$ cat src/csrw_pkg.sv
/*
 constants for the supervisor: timing figures and derived cycle counts.
 assumes a 20 mhz system clock.
*/
package csrw_pkg;
   // clock rate in hz
   localparam int unsigned CLK_HZ        = 20_000_000;
   // reset stretch time in ms
   localparam int unsigned STRETCH_MS    = 200;
   // watchdog timeout in ms (1.6 s)
   localparam int unsigned WDOG_MS       = 1600;
   // derived cycle counts
   localparam int unsigned STRETCH_CYC   = STRETCH_MS * (CLK_HZ / 1000);
   localparam int unsigned WDOG_CYC      = WDOG_MS * (CLK_HZ / 1000);
   // counter width covering both counts
   localparam int unsigned CNT_W         = 32;
   // reset values of the active-low outputs
   localparam logic        RST_OUT_INIT  = 1'b0;
   localparam logic        WD_OUT_INIT   = 1'b0;
   localparam logic        PF_OUT_INIT   = 1'b0;
   // reset sequencer states
   typedef enum logic [1:0] {
      CSRW_HOLD,
      CSRW_STRETCH,
      CSRW_RUN
   } csrw_state_t;
endpackage : csrw_pkg

$ cat src/csrw_tmr_if.sv
/*
 interface carrying a timer's clear and expiry.
 assumes one clock shared by both ends.
*/
`timescale 1ns/10ps
interface csrw_tmr_if;
   logic clear;   // restart the count
   logic expired; // count reached its limit
   modport ctl (output clear, input expired);
   modport tmr (input clear, output expired);
endinterface : csrw_tmr_if

$ cat src/csrw_timer.sv
/*
 saturating cycle timer: counts while not cleared, flags at limit.
 assumes clear is synchronous to clock.
*/
`timescale 1ns/10ps
module csrw_timer #(
   parameter int unsigned LIMIT = 4
) (
   // clock and reset
   input  wire logic clock,
   input  wire logic sys_rst,
   // control
   csrw_tmr_if.tmr   tif
);
   logic [csrw_pkg::CNT_W-1:0] count;
   localparam logic [csrw_pkg::CNT_W-1:0] LIM_M1 =
      csrw_pkg::CNT_W'(LIMIT - 1);

   // counter, holds at LIMIT - 1
   always_ff @(posedge clock or posedge sys_rst) begin
      if (sys_rst) begin
         count <= '0;
      end else if (tif.clear) begin
         count <= '0;
      end else if (count != LIM_M1) begin
         count <= count + 1'b1;
      end
   end

   // expiry flag registered
   always_ff @(posedge clock or posedge sys_rst) begin
      if (sys_rst) begin
         tif.expired <= 1'b0;
      end else begin
         tif.expired <= !tif.clear && (count == LIM_M1);
      end
   end
endmodule : csrw_timer

$ cat src/csrw_supervisor.sv
/*
 cpu supervisor: stretched reset output, watchdog with latched
 timeout output, and a registered power-fail flag.
 the reset stretch and the watchdog timeout are counted in system
 clock cycles by two instances of the shared cycle timer.
 assumes all inputs are synchronous digital flags from an analog
 front end, and that sys_rst is released synchronously to clock.
*/
`timescale 1ns/10ps
module csrw_supervisor #(
   parameter int unsigned STRETCH_CYC = csrw_pkg::STRETCH_CYC,
   parameter int unsigned WDOG_CYC    = csrw_pkg::WDOG_CYC
) (
   // clock and reset
   input  wire logic clock,
   input  wire logic sys_rst,
   // supply and comparator flags
   input  wire logic supply_low,
   input  wire logic power_fail_sense_in,
   // manual reset and watchdog inputs
   input  wire logic manual_reset_req_n,
   input  wire logic watchdog_kick_in,
   input  wire logic watchdog_kick_tristate,
   // supervisory outputs
   output logic      cpu_reset_n,
   output logic      watchdog_expired_n,
   output logic      power_fail_flag_n
);
   // sequencer state
   csrw_pkg::csrw_state_t state;
   csrw_pkg::csrw_state_t next_state;

   // timer links
   csrw_tmr_if            str_if ();
   csrw_tmr_if            wd_if ();

   // hold causes
   logic                  supply_hold;
   logic                  manual_hold;
   logic                  hold_cond;

   // kick tracking
   logic                  kick_prev;
   logic                  kick_edge;

   // watchdog clear sources
   logic                  clr_by_kick;
   logic                  clr_by_float;
   logic                  clr_by_reset;

   // next values of the registered outputs
   logic                  next_cpu_reset_n;
   logic                  next_wd_expired_n;
   logic                  next_pf_flag_n;

   // the limits are cycle counts; their defaults are the
   // nominal times at the package clock rate
   // stretch timer
   csrw_timer #(
      .LIMIT   (STRETCH_CYC)
   ) u_stretch (
      .clock   (clock),
      .sys_rst (sys_rst),
      .tif     (str_if)
   );

   csrw_timer #(
      .LIMIT   (WDOG_CYC)
   ) u_wdog (
      .clock   (clock),
      .sys_rst (sys_rst),
      .tif     (wd_if)
   );

   assign supply_hold = supply_low;

   assign manual_hold = !manual_reset_req_n;

   // both causes share one path, so a manual request during
   // low supply simply extends the same pulse
   assign hold_cond   = supply_hold || manual_hold;

   // sequencer next state
   always_comb begin
      next_state = state;
      case (state)
         csrw_pkg::CSRW_HOLD: begin
            // leave hold once both causes are gone
            if (!hold_cond) begin
               next_state = csrw_pkg::CSRW_STRETCH;
            end
         end
         csrw_pkg::CSRW_STRETCH: begin
            if (hold_cond) begin
               // a new cause restarts the whole pulse
               next_state = csrw_pkg::CSRW_HOLD;
            end else if (str_if.expired) begin
               next_state = csrw_pkg::CSRW_RUN;
            end
         end
         csrw_pkg::CSRW_RUN: begin
            if (hold_cond) begin
               next_state = csrw_pkg::CSRW_HOLD;
            end
         end
         default: begin
            // unused code falls back to hold
            next_state = csrw_pkg::CSRW_HOLD;
         end
      endcase
   end

   // stretch counts only while in stretch
   assign str_if.clear = (state != csrw_pkg::CSRW_STRETCH) || hold_cond;

   // the sequencer wakes in hold, so reset is never released
   // without a full stretch after sys_rst
   always_ff @(posedge clock or posedge sys_rst) begin
      if (sys_rst) begin
         state <= csrw_pkg::CSRW_HOLD;
      end else begin
         state <= next_state;
      end
   end

   // reset output high only in run
   assign next_cpu_reset_n = (next_state == csrw_pkg::CSRW_RUN);

   // reset output register
   always_ff @(posedge clock or posedge sys_rst) begin
      if (sys_rst) begin
         cpu_reset_n <= csrw_pkg::RST_OUT_INIT;
      end else begin
         cpu_reset_n <= next_cpu_reset_n;
      end
   end

   // resets low: a high kick level at release reads as one
   // edge, which only clears the count early
   always_ff @(posedge clock or posedge sys_rst) begin
      if (sys_rst) begin
         kick_prev <= 1'b0;
      end else begin
         kick_prev <= watchdog_kick_in;
      end
   end

   // either edge of the kick input
   assign kick_edge = watchdog_kick_in != kick_prev;

   assign clr_by_kick = kick_edge;

   assign clr_by_float = watchdog_kick_tristate;

   assign clr_by_reset = (state != csrw_pkg::CSRW_RUN) ||
                         hold_cond;

   // any source restarts the timeout
   assign wd_if.clear = clr_by_kick || clr_by_float ||
                        clr_by_reset;

   // supply_low is tested first so it always wins over a
   // clear that falls in the same cycle
   // watchdog output next value
   always_comb begin
      next_wd_expired_n = watchdog_expired_n;
      if (supply_low) begin
         // forced low while supply is low
         next_wd_expired_n = 1'b0;
      end else if (wd_if.clear) begin
         next_wd_expired_n = 1'b1;
      end else if (wd_if.expired) begin
         next_wd_expired_n = 1'b0;
      end
   end

   // watchdog output register
   always_ff @(posedge clock or posedge sys_rst) begin
      if (sys_rst) begin
         watchdog_expired_n <= csrw_pkg::WD_OUT_INIT;
      end else begin
         watchdog_expired_n <= next_wd_expired_n;
      end
   end

   assign next_pf_flag_n = !power_fail_sense_in;

   // one register stage only; no filter and no latch, so
   // the flag may chatter if the comparator does
   always_ff @(posedge clock or posedge sys_rst) begin
      if (sys_rst) begin
         power_fail_flag_n <= csrw_pkg::PF_OUT_INIT;
      end else begin
         power_fail_flag_n <= next_pf_flag_n;
      end
   end

endmodule : csrw_supervisor

$ cat config.mk
export PLATFORM = sky130hd
export DESIGN_NAME = csrw_supervisor
export DESIGN_NICKNAME = d
export VERILOG_FILES = /design/src/csrw_pkg.sv /design/src/csrw_tmr_if.sv /design/src/csrw_timer.sv /design/src/csrw_supervisor.sv
export SDC_FILE = /design/constraint.sdc
export NUM_CORES = 1
export LEC_CHECK = 0
export ABC_CLOCK_PERIOD_IN_PS = 2350
export BUFFER_PORTS_ARGS = -buffer_cell sky130_fd_sc_hd__buf_2
export CORE_ASPECT_RATIO = 0.75
export CORE_MARGIN = 5
export CORE_UTILIZATION = 43
export CTS_BUF_LIST = sky130_fd_sc_hd__clkbuf_8
export DETAILED_ROUTE_END_ITERATION = 8
export GPL_TIMING_DRIVEN = 0
export SLEW_MARGIN = 15
export SYNTH_ARGS = -nofsm -noshare
export SYNTH_HDL_FRONTEND = slang
export SYNTH_SLANG_ARGS = --single-unit
export TNS_END_PERCENT = 30
$ cat constraint.sdc
create_clock -name clock -period 2.35 [get_ports clock]
set_input_delay 0.47 -clock clock [delete_from_list [all_inputs] [get_ports clock]]
set_output_delay 0.47 -clock clock [all_outputs]
set_load 0.01 [all_outputs]
# After elaboration in Yosys (flattened, before gate mapping)
# Index checks and enable logic that the tools add are counted.
classes:
  n_addsub: 2
  eq_ne: 10
  mux: 12
  n_reduce_logical: 15
ops:
  columns: ["cell", "count"]
  rows:
  - ["$mux 32", 4]
  - ["$add 32x1->32 const B", 2]
  - ["$eq 32x22->1 const B", 1]
  - ["$eq 32x25->1 const B", 1]
  - ["$ne 32x22->1 const B", 1]
  - ["$ne 32x25->1 const B", 1]
  - ["$mux 2", 4]
  - ["$pmux 2 s3", 1]
  - ["$logic_or 1x1->1", 5]
  - ["$eq 2x2->1 const B", 2]
  - ["$logic_not 1->1", 4]
  - ["$reduce_bool 2->1", 2]
  - ["$mux 1", 3]
  - ["$reduce_bool 3->1", 1]
  - ["$eq 2x1->1 const B", 1]
  - ["$logic_and 1x1->1", 2]
  - ["$logic_not 2->1", 1]
  - ["$ne 2x1->1 const B", 1]
  - ["$ne 2x2->1 const B", 1]
  - ["$ne 1x1->1", 1]
word_totals:
  ff_bits: 72
  out_inout_bits: 3
  word_cells: 48

# Depth between registers and ports, before layout
depth:
  depth_word: 6
  mapped_depth: 7
  depth_no_buf: 6

# Hierarchy
# From an unflattened synthesis, not the netlist that was laid out.
hier_totals:
  hier_cells: 416
  hier_area_um2: 3997.6
by_module_without_submodules:
  columns: ["mod", "n_inst", "cells_each", "area_per_inst_um2"]
  rows:
  - ["csrw_timer at u_wdog", 1, 210, 1888.1]
  - ["csrw_timer at u_stretch", 1, 186, 1859.3]
  - ["csrw_supervisor", 1, 20, 250.2]

# Worst setup path after synthesis
# OpenSTA, ideal clock, no wires.
synth_timing:
  path_type: "reg2reg"
  from: "register u_stretch.count[23] (netlist name)"
  to: "register u_stretch.count[1] (netlist name)"
  arrival_time_ns: 1.920
  t_required_ns: 2.231
  slack_ns: 0.312
  stages_incl_launch_ff: 6
  synth_period_minus_slack_ns: 2.038
  cell_sequence: "dfrtp_1 > or4_1 > or4b_4 > nor3_4 > mux2i_1 > nor2_1"
synth_via:
  elab_chain_len: 2
synth_rtl:
  columns: ["element", "line", "text"]
  rows:
  - ["from (decl)", "csrw_timer.sv:15", "logic [csrw_pkg::CNT_W-1:0] count;"]
  - ["from (signal assigned)", "csrw_timer.sv:26", "count <= count + 1'b1;"]
  - ["$ne 32x22->1", "csrw_timer.sv:25", "end else if (count != LIM_M1) begin"]
  - ["$reduce_bool 2->1 (no line)", null, null]
# No other way between the ends.
# A chain may end at the register's enable or synchronous reset.

# Final worst setup path
# Same ends and word-level chain as after synthesis.

==> results by group <==
Global route
  • First-pass GRT wire length: 13,500 um
  • Total track usage: 16.4%
  • Largest net degree at the start of global routing: 49
  • Number of global-route vias before repair: 2,758
  • Antenna violations before repair: 0
  • Total congestion overflow: 0

Clocking
  • H-tree depth: 3
  • Worst skew pair latency: 0.36 ns
  • Root Driver: clkbuf_8
  • Setup bufs post-CTS: 0
  • CTS tree: built
  • Clk slew on worst S/H paths: 0.09 ns
  • CTS sink count: 72
  • Resized cells post-CTS: 0
  • CTS buffer count: 9
  • Clock Tree Buf Depth: 2
  • Cts hold-fix bufs: 0

Pwr
  • Clock Power Share: 46.3%
  • Pwr Total: 0.00242 W
  • Switching Power: 0.000549 W
  • Net Sw Frac: 22.7%
  • Combinational Power Share: 2.2%
  • LEAKAGE: 1.60 nW
  • Pwr Density: 592 nW/um2
  • Reg power frac: 51.5%
  • Internal power: 0.00187 W
  • Max rail drop VDD: 299 uV

Critical path
  • CP required: 2.61 ns
  • CP arrival: 2.47 ns
  • Crit path max fanout: 10
  • Cells on worst reg2reg path: 5
  • Crit path capture type: register
  • Worst Setup Start Kind: register
  • Critical path class: register to register

Drt
  • Top layer in use: met4
  • Routed vias: 2,849
  • DRT met1 WL: 3940 um
  • Vias per std cell: 5.55
  • Met3 WL: 392 um
  • DRT iter0 DRCs: 196
  • Remaining DRCs: 0
  • Post-detailed-route wirelength per cell: 14.7 um
  • Remaining antenna violation count: 0
  • Post-Route WL: 7560 um
  • Pre-antenna DRT Iters: 4
  • Met2 WL: 3160 um

Die
  • Rows: 29
  • Core area: 8350 um2
  • Die Area: 10,400 um2
  • IO Pins: 10
  • Die Height: 89.7 um
  • Starting Density: 43.6%
  • Width of the chip: 116 um

Cells and area
  • Fin area: 4080 um2
  • Ant diodes: 0
  • Share of cells above drive strength 1: 10.4%
  • Commonest non-fill, non-tap cell in the layout: dfrtp_1
  • Most frequent cells in the layout: dfrtp_1 (72), nor2_1 (45), nand2_1 (26)
  • Filler cell count: 794
  • Final nets: 409
  • Area Growth Syn to Fin: 12.1%
  • Core Util, Final: 48.9%

Timing
  • Fmax: 452 MHz
  • Final Hold Violating Endpoints: 0
  • Minimum clock period: 2.21 ns
  • Layout Skew: 0.0124 ns
  • RSZ-0062 raised after global routing: true
  • Slew Viols, Final: 0
  • Slew @ Worst Pin: 0.831 ns
  • Final setup vio count: 0
  • Slew margin rel.: 44.1%
  • Final Cycle Share: 94.2%

Yosys
  • Syn nets: 388
  • Seq/Total Area, Yosys: 49.5%
  • Avg Cell Area, Syn: 9.60 um2
  • Synthesized area: 3640 um2
  • Post-synthesis register bit count: 72
  • Post-synthesis cell count: 379
  • Unique masters post-synth: 39
  • Yosys warnings: 0

Run
  • Max-cap violations: 0

Hold path
  • Min-Delay Path Class: input port to async pin

Run status
  • Status: finished, final reports clean

Placed design
  • Final GP Congestion: 0.777
  • IO buf count: 9
  • Placed inst area: 3850 um2
  • HPWL Detailed: 5200 um
-- layer usage --
layer	up-vias	GRT usage (%)
li1	1406	-
met1	1380	24.8
met2	56	22.8
met3	7	4.89
met4	0	4.64
met5	-	0
-- synthesized netlist by cell type (all sizes together) --
library cell   n  area share (%)
a211oi         1            0.21
a21oi         18             2.5
a31oi          4            0.69
and2           5            0.86
and3          13             2.3
and4           5             1.2
clkbuf        14             2.0
dfrtp         72              50
ha             2            0.69
inv            8            0.83
mux2i          3            0.83
nand2         26             2.7
nand2b         5            0.86
nand3         22             3.0
nand3b         1            0.21
nand4         15             2.6
nand4b         2            0.48
nor2          46             4.7
nor3          14             2.2
nor3b          3            0.62
nor4           8             1.4
nor4b          5             1.2
nor4bb         2            0.55
o211ai         5             1.0
o21ai         15             2.1
o31ai          1            0.21
or2            1            0.17
or3           12             2.2
or3b           1            0.24
or4            9             1.9
or4b           1            0.38
xnor2         19             4.6
xor2          21             5.1
-- cell type report --
| class | instances | area [um2] | area share, % |
|---|---|---|---|
| clock buffer | 9 | 124 | 3.04 |
| multi-input combinational | 285 | 1740 | 42.5 |
| tap | 108 | 135 | 3.31 |
| clock inverter | 7 | 104 | 2.55 |
| timing repair buffer | 10 | 72.6 | 1.78 |
| buffer | 14 | 73.8 | 1.81 |
| inverter | 8 | 32.5 | 0.798 |
| sequential | 72 | 1800 | 44.2 |
-- path summary, 6_finish.rpt --
kind                                                 start                             end  slack [ns]
min in group clock                        watchdog_kick_in             kick_prev$_DFF_PP0_        0.24
max reg2reg                u_stretch.count[23]$_DFFE_PP0P_  u_stretch.count[1]$_DFFE_PP0P_        0.14
min reg2reg                u_stretch.tif.expired$_DFF_PP0_              state[0]$_DFF_PP0_        0.46
min                                                sys_rst  u_stretch.count[9]$_DFFE_PP0P_        0.07
max                        u_stretch.count[23]$_DFFE_PP0P_  u_stretch.count[1]$_DFFE_PP0P_        0.14
max in group asynchronous                          sys_rst    u_wdog.count[21]$_DFFE_PP0P_        1.73
-- metrics by stage --
step / TNS (ns) / setup WS (ns) / hold slack, ns / instances
after CTS: 0 / 0.0925 / 0.0767 / 513
after global routing: -0.00934 / -0.00635 / 0.0881 / 513
after detailed placement: 0 / 0.0607 / 0.455 / 497
after floorplan: 0 / 0.0551 / 0.428 / 379
after global placement: -67.27 / -0.938 / 0.452 / 496
final: 0 / 0.136 / 0.0728 / 513
-- flip-flops by register name, indices dropped and copies added (netlist names) --
signal and cells:
cpu_reset_n 1, power_fail_flag_n 1, u_wdog.tif.expired 1, u_wdog.count 32, u_stretch.tif.expired 1, state 2, kick_prev 1, u_stretch.count 32
watchdog_expired_n 1
-- logic make-up after synthesis --
logic type	after synthesis	synth area share, %
AOI/OAI and AO/OA	44	6.67
muxes	3	0.826
DFF	72	49.5
xor gates and xnor gates	40	9.63
buffers and inverters	22	2.82
and+or+nand+nor	196	29.8
adders and majority gates	2	0.688
-- power by group through the flow --
stage / combinational [W] / clock [W] / sequential, W
after floorplan: 0.0000302 / 0 / 0.00127
after global placement: 0.0000498 / 0 / 0.00127
after detailed placement: 0.0000564 / 0 / 0.00127
after CTS: 0.0000569 / 0.00115 / 0.00124
after global routing: 0.0000628 / 0.00121 / 0.00125
final: 0.0000539 / 0.00112 / 0.00124
-- critical path, stage by stage, from the launching register on --
cell and delay (ns):
dfrtp_1 0.44, or4_1 0.51, or4b_4 0.53, nor3_4 0.35, mux2i_1 0.23, nor2_1 0.05
No activity file was read; power rests on OpenSTA's default activity.
